===== src/level_gain_pkg.sv =====
// Constants, field layouts and modes for the level-control gain stage.
// Assumes a 32-bit Avalon-MM slave with byte addresses, one word per register.
package level_gain_pkg;

    localparam int ADDR_W = 5;
    localparam logic [ADDR_W-1:0] OFF_CTRL  = 5'h00;
    localparam logic [ADDR_W-1:0] OFF_IN    = 5'h04;
    localparam logic [ADDR_W-1:0] OFF_OUT   = 5'h08;
    localparam logic [ADDR_W-1:0] OFF_TUNE  = 5'h0C;
    localparam logic [ADDR_W-1:0] OFF_CEIL  = 5'h10;
    localparam logic [ADDR_W-1:0] OFF_STAT  = 5'h14;

    localparam logic [7:0] RST_IN_GAIN  = 8'hE1;
    localparam logic [7:0] RST_OUT_GAIN = 8'h91;
    localparam logic [7:0] RST_CEIL     = 8'hE1;
    localparam logic [7:0] GAIN_MUTE    = 8'h00;
    localparam logic [7:0] GAIN_ONE     = 8'h01;
    localparam logic [7:0] RB_TOP       = 8'hED;
    localparam logic [7:0] RB_FINE_LO   = 8'h21;
    localparam logic [7:0] RB_MID       = 8'h19;
    localparam logic [7:0] RB_LOW       = 8'h11;

    // Soft transition budget, counted in sample periods so it scales with fs
    localparam int SOFT_TIME_US  = 10000;
    localparam int REF_FS_HZ     = 44100;
    localparam int TRANS_SAMPLES = SOFT_TIME_US * REF_FS_HZ / 1000000;
    localparam int CODE_SPAN     = 241;
    localparam int RAMP_INTERVAL = (TRANS_SAMPLES / CODE_SPAN < 1) ? 1
                                 : TRANS_SAMPLES / CODE_SPAN;
    localparam int RCNT_W        = 8;
    localparam logic [RCNT_W-1:0] RAMP_RELOAD = RCNT_W'(RAMP_INTERVAL - 1);

    typedef struct packed {
        logic soft_mute_request;
        logic filter_power_on;
        logic output_gain_link;
        logic input_gain_link;
        logic record_path_select;
        logic auto_level_enable;
    } ctrl_s;
    localparam int CTRL_W = $bits(ctrl_s);

    typedef struct packed {
        logic [1:0] fast_recovery_step_sel;
        logic [2:0] recovery_step_sel;
        logic [1:0] recovery_wait_sel;
        logic [1:0] limiter_threshold_sel;
    } tune_s;
    localparam int TUNE_W = $bits(tune_s);

    typedef struct packed {
        logic [7:0] right;
        logic [7:0] left;
    } pair_s;
    localparam int PAIR_W = $bits(pair_s);

    typedef enum logic [2:0] {
        M_MANUAL  = 3'b001,
        M_ALC     = 3'b010,
        M_RELEASE = 3'b100
    } mode_e;

endpackage


===== src/level_gain_ctrl.sv =====
// Level-control gain stage: register file, mode control, soft ramp, readback.
// Assumes fs_tick and alc_gain come from logic on core_clk; the limiter
// engine itself sits outside and follows the tuning outputs.
//
// What this block does
// - While level control runs, readback shows the gain being applied.
// - Readback is binned in 1.5 dB steps from 21H to EDH, codes step by four, coarser below 21H, 0 is mute.
// - After disable, gain ramps to manual value; manual mode when ramp ends.
// - Input volume is manual when level control off and record path chosen.
// - Input codes: F1H is +36 dB, 0.375 dB steps, 00H mute, E1H default.
// - Code changes ramp softly, one code step every RAMP_INTERVAL sample periods.
// - Link bit 0: separate channels; link bit 1: left field drives both.
// - Writes while filter is off are held and used once it powers up.
// - Path change swaps the active value between input and output fields.
// - Level control runs only when enabled, on the selected path.
//
// Decided for this implementation: the address map and the Avalon-MM slave port.
`timescale 1ns/1ns
module level_gain_ctrl (
    input  wire logic                           core_clk,
    input  wire logic                           nrst,
    input  wire logic                           clk_en,
    input  wire logic                           fs_tick,
    input  wire logic [7:0]                     alc_gain,
    input  wire logic [level_gain_pkg::ADDR_W-1:0] avs_address,
    input  wire logic                           avs_read,
    input  wire logic                           avs_write,
    input  wire logic [31:0]                    avs_writedata,
    input  wire logic [3:0]                     avs_byteenable,
    output logic      [31:0]                    avs_readdata,
    output logic                                avs_waitrequest,
    output level_gain_pkg::pair_s               applied_gain,
    output level_gain_pkg::tune_s               alc_tune,
    output logic      [7:0]                     alc_ceiling,
    output logic                                alc_run,
    output logic                                alc_record,
    output logic                                manual_mode,
    output logic                                soft_mute_out
);
    import level_gain_pkg::*;

    function automatic logic [31:0] merge(input logic [31:0] old,
                                          input logic [31:0] wd,
                                          input logic [3:0]  be);
        logic [31:0] r;
        r = old;
        for (int i = 0; i < 4; i++) begin
            if (be[i]) begin
                r[i*8 +: 8] = wd[i*8 +: 8];
            end
        end
        return r;
    endfunction

    function automatic logic [7:0] rb_bin(input logic [7:0] g);
        logic [7:0] m;
        logic [7:0] r;
        m = g - GAIN_ONE;
        if (g == GAIN_MUTE) begin
            r = GAIN_MUTE;
        end else if (g >= RB_TOP) begin
            r = RB_TOP;
        end else if (g >= RB_FINE_LO) begin
            r = {m[7:2], 2'b00} + GAIN_ONE;
        end else if (g >= RB_MID) begin
            r = RB_MID;
        end else if (g >= RB_LOW) begin
            r = RB_LOW;
        end else begin
            r = GAIN_ONE;
        end
        return r;
    endfunction

    function automatic logic [7:0] step_to(input logic [7:0] cur,
                                           input logic [7:0] tgt);
        logic [7:0] r;
        r = cur;
        if (cur < tgt) begin
            r = cur + GAIN_ONE;
        end else if (cur > tgt) begin
            r = cur - GAIN_ONE;
        end
        return r;
    endfunction

    // Reset release synchroniser
    logic [1:0] rs_q;
    logic       rst_n;

    always_ff @(posedge core_clk or negedge nrst) begin
        if (!nrst) begin
            rs_q <= 2'b00;
        end else begin
            rs_q <= {rs_q[0], 1'b1};
        end
    end
    assign rst_n = rs_q[1];

    // Register file and bus state
    ctrl_s       ctrl_q,  ctrl_d;
    pair_s       in_q,    in_d;
    pair_s       out_q,   out_d;
    tune_s       tune_q,  tune_d;
    logic [7:0]  rceil_q, rceil_d;
    logic [7:0]  pceil_q, pceil_d;
    logic        wq_q,    wq_d;
    logic [31:0] rdat_q,  rdat_d;

    // Gain engine state
    mode_e       mode_q,  mode_d;
    pair_s       gain_q,  gain_d;
    logic [7:0]  rb_q,    rb_d;
    logic        path_q,  path_d;
    logic [RCNT_W-1:0] rcnt_q, rcnt_d;
    logic [7:0]  ceil_q,  ceil_d;
    logic        rec_q,   rec_d;
    logic        soft_mute_request_q, soft_mute_request_d;

    logic        busy;
    pair_s       tgt;

    assign busy = (gain_q != tgt);

    always_comb begin
        logic [31:0] w;
        w       = 32'h0000_0000;
        ctrl_d  = ctrl_q;
        in_d    = in_q;
        out_d   = out_q;
        tune_d  = tune_q;
        rceil_d = rceil_q;
        pceil_d = pceil_q;
        rdat_d  = rdat_q;
        // One wait cycle per access; answer lands in the following cycle
        wq_d    = ~((avs_read | avs_write) & wq_q);
        if (avs_read && wq_q) begin
            case (avs_address)
                OFF_CTRL: rdat_d = 32'(ctrl_q);
                OFF_IN:   rdat_d = 32'(in_q);
                OFF_OUT:  rdat_d = 32'(out_q);
                OFF_TUNE: rdat_d = 32'(tune_q);
                OFF_CEIL: rdat_d = 32'({pceil_q, rceil_q});
                OFF_STAT: rdat_d = 32'({mode_q == M_ALC, busy,
                                        mode_q == M_MANUAL, rb_q});
                default:  rdat_d = 32'h0000_0000;
            endcase
        end
        if (avs_write && !wq_q) begin
            case (avs_address)
                OFF_CTRL: begin
                    w = merge(32'(ctrl_q), avs_writedata, avs_byteenable);
                    ctrl_d = ctrl_s'(w[CTRL_W-1:0]);
                end
                OFF_IN: begin
                    // Held even with the filter off, used when it powers up
                    w = merge(32'(in_q), avs_writedata, avs_byteenable);
                    in_d = pair_s'(w[PAIR_W-1:0]);
                end
                OFF_OUT: begin
                    w = merge(32'(out_q), avs_writedata, avs_byteenable);
                    out_d = pair_s'(w[PAIR_W-1:0]);
                end
                OFF_TUNE: begin
                    // Not locked: software must disable level control first
                    w = merge(32'(tune_q), avs_writedata, avs_byteenable);
                    tune_d = tune_s'(w[TUNE_W-1:0]);
                end
                OFF_CEIL: begin
                    w = merge(32'({pceil_q, rceil_q}), avs_writedata,
                              avs_byteenable);
                    rceil_d = w[7:0];
                    pceil_d = w[15:8];
                end
                default: begin
                    w = 32'h0000_0000;
                end
            endcase
        end
    end

    always_ff @(posedge core_clk or negedge rst_n) begin
        if (!rst_n) begin
            ctrl_q  <= '0;
            in_q    <= '{right: RST_IN_GAIN, left: RST_IN_GAIN};
            out_q   <= '{right: RST_OUT_GAIN, left: RST_OUT_GAIN};
            tune_q  <= '0;
            rceil_q <= RST_CEIL;
            pceil_q <= RST_CEIL;
            wq_q    <= 1'b1;
            rdat_q  <= 32'h0000_0000;
        end else if (clk_en) begin
            ctrl_q  <= ctrl_d;
            in_q    <= in_d;
            out_q   <= out_d;
            tune_q  <= tune_d;
            rceil_q <= rceil_d;
            pceil_q <= pceil_d;
            wq_q    <= wq_d;
            rdat_q  <= rdat_d;
        end
    end

    always_comb begin
        pair_s src;
        logic  lnk;
        src = ctrl_q.record_path_select ? in_q : out_q;
        lnk = ctrl_q.record_path_select ? ctrl_q.input_gain_link
                                        : ctrl_q.output_gain_link;
        tgt.left  = src.left;
        tgt.right = lnk ? src.left : src.right;
    end

    always_comb begin
        mode_d  = mode_q;
        gain_d  = gain_q;
        rcnt_d  = rcnt_q;
        rb_d    = rb_q;
        path_d  = path_q;
        rec_d   = ctrl_q.record_path_select;
        ceil_d  = ctrl_q.record_path_select ? rceil_q : pceil_q;
        case (mode_q)
            M_MANUAL: begin
                if (ctrl_q.auto_level_enable) begin
                    mode_d = M_ALC;
                end
            end
            M_ALC: begin
                if (!ctrl_q.auto_level_enable) begin
                    mode_d = M_RELEASE;
                end
            end
            M_RELEASE: begin
                if (ctrl_q.auto_level_enable) begin
                    mode_d = M_ALC;
                end else if (!busy) begin
                    mode_d = M_MANUAL;
                end
            end
            default: begin
                mode_d = M_MANUAL;
            end
        endcase
        // Soft mute has no effect while level control owns the gain;
        // taken from the next mode so it never overlaps a level-control cycle
        soft_mute_request_d = ctrl_q.soft_mute_request & (mode_d != M_ALC);
        if (mode_q == M_ALC) begin
            rcnt_d = RAMP_RELOAD;
            if (fs_tick) begin
                gain_d = '{right: alc_gain, left: alc_gain};
            end
        end else if (ctrl_q.filter_power_on) begin
            path_d = ctrl_q.record_path_select;
            if (path_q != ctrl_q.record_path_select
                && mode_q == M_MANUAL) begin
                // Abrupt swap; soft mute beforehand hides the step
                gain_d = tgt;
            end else if (fs_tick) begin
                if (rcnt_q == '0) begin
                    rcnt_d       = RAMP_RELOAD;
                    gain_d.left  = step_to(gain_q.left, tgt.left);
                    gain_d.right = step_to(gain_q.right, tgt.right);
                end else begin
                    rcnt_d = rcnt_q - 1'b1;
                end
            end
        end
        if (fs_tick) begin
            rb_d = rb_bin(gain_q.left);
        end
    end

    always_ff @(posedge core_clk or negedge rst_n) begin
        if (!rst_n) begin
            mode_q  <= M_MANUAL;
            gain_q  <= '{right: RST_OUT_GAIN, left: RST_OUT_GAIN};
            rcnt_q  <= RAMP_RELOAD;
            rb_q    <= RST_OUT_GAIN;
            path_q  <= 1'b0;
            ceil_q  <= RST_CEIL;
            rec_q   <= 1'b0;
            soft_mute_request_q <= 1'b0;
        end else if (clk_en) begin
            mode_q  <= mode_d;
            gain_q  <= gain_d;
            rcnt_q  <= rcnt_d;
            rb_q    <= rb_d;
            path_q  <= path_d;
            ceil_q  <= ceil_d;
            rec_q   <= rec_d;
            soft_mute_request_q <= soft_mute_request_d;
        end
    end

    assign avs_readdata    = rdat_q;
    assign avs_waitrequest = wq_q;
    assign applied_gain    = gain_q;
    assign alc_tune        = tune_q;
    assign alc_ceiling     = ceil_q;
    assign alc_run         = mode_q[1];
    assign alc_record      = rec_q;
    assign manual_mode     = mode_q[0];
    assign soft_mute_out   = soft_mute_request_q;

endmodule


===== config.mk =====
export PLATFORM = sky130hd
export DESIGN_NAME = level_gain_ctrl
export DESIGN_NICKNAME = d
export VERILOG_FILES = /design/src/level_gain_pkg.sv /design/src/level_gain_ctrl.sv
export SDC_FILE = /design/constraint.sdc
export NUM_CORES = 1
export LEC_CHECK = 0
export BUFFER_PORTS_ARGS = -buffer_cell sky130_fd_sc_hd__clkbuf_2
export CAP_MARGIN = 20
export CORE_ASPECT_RATIO = 1.5
export CORE_MARGIN = 1
export CORE_UTILIZATION = 60
export CTS_BUF_LIST = sky130_fd_sc_hd__clkbuf_4
export DETAILED_ROUTE_END_ITERATION = 7
export PLACE_DENSITY = 0.85
export SYNTH_ARGS = -nofsm -noshare
export SYNTH_HDL_FRONTEND = slang
export SYNTH_SLANG_ARGS = --single-unit

===== constraint.sdc =====
create_clock -name core_clk -period 11.2 [get_ports core_clk]
set_clock_uncertainty 0.2 [all_clocks]
set_input_delay 2.24 -clock core_clk [delete_from_list [all_inputs] [get_ports core_clk]]
set_output_delay 2.24 -clock core_clk [all_outputs]
set_load 0.02 [all_outputs]

Word level (Yosys, flattened, before mapping)
Index checks and enable logic that the tools add are counted.

Bits in registers: 144. Output and inout bits: 70.

Add/sub/neg operators: 6. Magnitude comparators: 8. Equal/unequal tests: 14. Multiplexer cells: 30. Bitwise gates (word level): 5. Reduce and logical (&&, ||, !) cells: 27.

Operators with widths (number): 2-to-1 mux 16 bit (7); 2-to-1 mux 8 bit (14); one-hot mux 16 bit (6 select lines) (1); AND reduction 4 bit (10); adder 8 x 1 -> 8 bit (second input constant) (3); subtractor 8 x 1 -> 8 bit (second input constant) (3); >= comparator 8 x 5 -> 1 bit (second input constant) (2); greater-than comparator 8 bit (2); logical NOT 8 bit (2); less-than comparator 8 bit (2); inequality test 16 bit (1); 2-to-1 mux 3 bit (4); AND reduction 6 bit (2); == test 5 x 4 -> 1 bit (second input constant) (2); == test 5 bit (second input constant) (2); 2-to-1 mux 5 bit (2); one-hot mux 3 bit (3 select lines) (1); >= comparator 8 x 6 -> 1 bit (second input constant) (1); >= comparator 8 bit (second input constant) (1); nonzero test 4 bit (2); inequality test 3 x 2 -> 1 bit (second input constant) (2); == test 5 x 3 -> 1 bit (second input constant) (1); logical NOT 5 bit (1); inequality test 2 bit (second input constant) (2); 14 further kinds (20).

Logic depth before layout (Yosys ltp)
Word-level depth: 10. Depth in mapped cells: 17. Depth with buffers taken out: 15.

Worst setup path after synthesis
OpenSTA, ideal clock, no wires.

Kind: input to register. From: input avs_address[1] (netlist bit). To: register pceil_q[1]. Setup time: 0.125 ns. Arrival: 3.722 ns. Data required time: 10.875 ns. Slack: 7.153 ns. Cell stages on the path: 6. Path through: nor4b_1 > nor2b_1 > clkbuf_1 > and3_1 > clkbuf_1 > mux2_2.

Cells in the longest elaborated chain, start to end: 2.

RTL lines: start, declared (RTL line level_gain_ctrl.sv:25) `input wire logic [level_gain_pkg::ADDR_W-1:0] avs_address,`; == test 5 bit (RTL line level_gain_ctrl.sv:150) `case (avs_address)`; AND reduction 4 bit (no line); end signal, assigned (RTL line level_gain_ctrl.sv:198) `pceil_q <= pceil_d;`; end, declared (RTL line level_gain_ctrl.sv:106) `logic [7:0] pceil_q, pceil_d;`.

Every way passes these cells. A chain may end at the register's enable or synchronous reset.

Final worst setup path
From: register ctrl_q (netlist bit rec_d). To: register gain_q (netlist bit applied_gain[15]).

Cells in the longest elaborated chain, start to end: 9.

RTL lines: start, declared (RTL line level_gain_ctrl.sv:101) `ctrl_s ctrl_q, ctrl_d;`; start signal, assigned (RTL line level_gain_ctrl.sv:193) `ctrl_q <= ctrl_d;`; 2-to-1 mux 16 bit or 2-to-1 mux 1 bit (tied branches) (RTL line level_gain_ctrl.sv:207, level_gain_ctrl.sv:208); 2-to-1 mux 8 bit (RTL line level_gain_ctrl.sv:211) `tgt.right = lnk ? src.left : src.right;`; less-than comparator 8 bit (RTL line level_gain_ctrl.sv:79) `if (cur < tgt) begin`; 2-to-1 mux 8 bit (RTL line level_gain_ctrl.sv:79); 2-to-1 mux 16 bit (RTL line level_gain_ctrl.sv:259) `if (rcnt_q == '0) begin`; 2-to-1 mux 16 bit (RTL line level_gain_ctrl.sv:258) `end else if (fs_tick) begin`; 2-to-1 mux 16 bit (RTL line level_gain_ctrl.sv:254) `if (path_q != ctrl_q.record_path_select`; 2-to-1 mux 16 bit (RTL line level_gain_ctrl.sv:252) `end else if (ctrl_q.filter_power_on) begin`; 2-to-1 mux 16 bit (RTL line level_gain_ctrl.sv:247) `if (mode_q == M_ALC) begin`; end signal, assigned (RTL line level_gain_ctrl.sv:276) `gain_q <= '{right: RST_OUT_GAIN, left: RST_OUT_GAIN};`; end signal, assigned (RTL line level_gain_ctrl.sv:285) `gain_q <= gain_d;`; end, declared (RTL line level_gain_ctrl.sv:112) `pair_s gain_q, gain_d;`.

Parallel ways exist; a longest one is shown, timed or not. The select of a mux whose other input is x is not followed.

==> results_dict.tcl <==
set metrics [dict create \
    cts_num_sinks 127 \
    power_frac_seq_pct 37.8 \
    grt_pass1_wl_mm 29.6 \
    synthTopCellsByCount "90 x dfrtp_1, 72 x mux2_2, 65 x nand2_1, 43 x nor2_1, 38 x o21ai_0" \
    fin_util_pct 68.1 \
    synthFlopType "dfrtp_1" \
    synth-seq-area-share_pct 45.5 \
    postCtsHoldBufs 0 \
    boundaryPins 125 \
    final_nets 841 \
    postCtsSetupBuffers 0 \
    power_switching_mw 0.563 \
    rsz0062_at_grt "false" \
    wl_met3_mm 1.23 \
    synth_top_family_by_area "compound AO/OA/AOI/OAI gates" \
    path_buf_inv 0 \
    cts_max_level 4 \
    async_flop_share_pct 100 \
    setup_violations 0 \
    antenna_found_initial 1 \
    fin_crit_sh_pct 42.5 \
    numCtsBuffers 17 \
    cp_cell_sequence "mux2i_1 -> mux2_2 -> ha_1 -> nor2b_1 -> o211ai_1 -> a21oi_1 -> a211o_1 -> ha_1 -> nand3_1 -> o211ai_1 -> nor4_1 -> nor3_1 -> xor2_1 -> a31oi_1 -> o22a_1" \
    wl_met1_mm 7.02 \
    die_height_um 135 \
    portBuffers 90 \
    place_area_mm2 0.00756 \
    viasPerCell 6.41 \
    routed-wl-met2_mm 9.45 \
    slew_viol_final 0 \
    tightest_slew_ns 1.02 \
    yosysUniqueCellTypes 66 \
    path_clk_slew_ns 0.12 \
    timing.rr.start "rec_d$_DFFE_PN0P_" \
    p_per_area_mw_per_mm2 185 \
    cts_root_buf "clkbuf_4" \
    layout-drive-gt1-share_pct 31.9 \
    synth_compound_area_share_pct 17.3 \
    wl_per_cell_um 20.3 \
    p_leak_nw 3.65 \
    grt_usage_pct 31.7 \
    maxCapViolCount 0 \
    clk_latency_ns 0.54 \
    critical_path_class "reg2reg" \
    yosys.area_share.simple_pct 11.1 \
    status "finished clean" \
    path_max_fanout 13 \
    pwr-share-clk_pct 21.8 \
    grt_max_degree 80 \
    synth-adder-area-share_pct 5.23 \
    swShare_pct 38.9 \
    grt_pass1_vias 5728 \
    synth_top_area_cell "dfrtp_1" \
    placed_cells 888 \
    row_count 48 \
    slew_headroom_pct 30.0 \
    max_freq_mhz 210 \
    die_area_mm2 0.0123 \
    yosysTopAreaCellShare_pct 31.8 \
    fin_area_mm2 0.00785 \
    routed_wl_mm 18.7 \
    start_util_pct 61.5 \
    drt-initial-drc-count 502 \
    dp_hpwl_mm 13.6 \
    p_int_mw 0.886 \
    clock_path_buffers 2 \
    synth_area_leaders "dfrtp_1 32%, dfstp_2 14%, mux2_2 11%, ha_1 4.9%, nand2_1 3.4%" \
    gp_congestion 0.882 \
    hold_path_class "reg2async" \
    cp_slowest_stage_delay_ns 0.85 \
    areaGrowthSynthToFinish_pct 10.7 \
    core_mm2 0.0115 \
    cts_resized 0 \
    cp_top_family "multiplexers" \
    required_ns 11.48 \
    dr.pass1.iters 7 \
    netlist_instances 678 \
    drc 0 \
    cts_tree "done" \
    synth_area_mm2 0.00709 \
    synth_mux_area_share_pct 14.7 \
    fin_crit_ns 4.77 \
    peakVddDrop_mv 0.104 \
    fin_cells 921 \
    overflow 0 \
    synth-seq-cells 127 \
    setup_tns_ns 0 \
    dr_total_vias 5903 \
    slowest_stage "mux2i_1" \
    synth-edff-count 0 \
    synth-xor-area-share_pct 1.48 \
    highest_layer "met4" \
    start_kind "flop" \
    finalHoldViolCount 0 \
    end_kind "flop" \
    ant_nets 0 \
    synth_warnings 0 \
    p_comb_share_pct 40.4 \
    critPathLaunch "rec_d$_DFFE_PN0P_" \
    syn_avg_cell_area_um2 10.5 \
    die-width_um 90.7 \
    yosysMostFrequentCell "dfrtp_1" \
    cp.arrival_ns 5.05 \
    worst_hold_slack_ns 0.143 \
]
-- layout make-up --
class,count,area [µm²]
sequential,127,3230
clock inverter,13,138
fill,888,3680
inverter,16,60.1
clock buffer,19,143
antenna,1,2.50
timing repair buffer,96,495
multi-input combinational,499,3590
tap,150,188
-- power groups by stage --
stage          clock network [mW]  registers, mW  logic (mW)
5_1_grt                     0.340          0.552       0.645
3_3_place_gp                    0          0.551       0.544
4_1_cts                     0.321          0.546       0.581
3_5_place_dp                    0          0.555       0.574
6_report                    0.316          0.548       0.585
2_1_floorplan                   0          0.568       0.420
-- through the flow --
step | setup WS, ns | power, mW
final | 6.43 | 1.45
after global routing | 6.19 | 1.54
after CTS | 6.50 | 1.45
after detailed placement | 6.16 | 1.13
after global placement | 6.22 | 1.10
after floorplan | 7.15 | 0.988
-- worst paths after layout --
| check | end | slack [ns] | cells after the start |
|---|---|---|---|
| worst max-delay path | applied_gain[15]$_DFFE_PN1P_ | 6.43 | 15 |
| worst min-delay path | avs_readdata[14]$_DFFE_PN0P_ | 0.14 | 0 |
| worst max register to register | applied_gain[15]$_DFFE_PN1P_ | 6.43 | 15 |
| worst min register to register | avs_readdata[14]$_DFFE_PN0P_ | 0.14 | 0 |
| max in group asynchronous | ctrl_q[3]$_DFFE_PN0P_ | 9.22 | 1 |
| min in group core_clk | rs_q[1]$_DFF_PN0_ | 0.17 | 0 |
-- state kept, by name (all words and copies together) (netlist names), 2 cells and up --
register,cells
out_q,16
rb_q,7
ctrl_q,5
rs_q,2
rcnt_q,8
pceil_q,8
avs_readdata,16
alc_tune,9
rceil_q,8
alc_ceiling,8
applied_gain,16
in_q,16
mode_q,3
-- layout by cell type, fill, tap and decap left out, types with 9 or more instances in the layout --
master,netlist,final
mux2i_1,23,23
o21ai_1,11,11
a222oi_1,15,15
clkbuf_2,0,90
nor3_1,10,10
dfrtp_1,90,89
dfstp_2,37,37
mux2_2,72,72
nand2_1,65,65
a221oi_1,9,9
o21ai_0,38,38
a22oi_1,10,10
a21oi_1,37,37
inv_1,16,16
ha_1,28,28
clkbuf_4,0,19
nand3_1,9,9
nor2_1,43,43
conb_1,2,17
-- logic make-up (layout without fill, tap and decap cells) --
group	Yosys count	after routing
AO/OA/AOI/OAI	180	180
XOR/XNOR	12	12
adder cells (fa/ha/maj)	29	29
buffers and inverters	67	144
flip-flops	127	127
multiplexers	95	95
other	2	18
AND/OR/NAND/NOR	166	166
-- metal layers --
layer	GRT usage, %	vias to the layer above
li1	-	2646
met1	37.1	2888
met2	53.3	303
met3	5.35	66
met4	21.2	0
met5	0	-
-- worst register-to-register path, cell delays in order, from the launching register on --
cell	delay [ns]
dfrtp_1	0.38
mux2i_1	0.85
mux2_2	0.44
ha_1	0.30
nor2b_1	0.15
o211ai_1	0.15
a21oi_1	0.09
a211o_1	0.45
ha_1	0.46
nand3_1	0.10
o211ai_1	0.20
nor4_1	0.08
nor3_1	0.25
xor2_1	0.28
a31oi_1	0.13
o22a_1	0.19
Note: power is estimated with default switching activity, not from simulation.
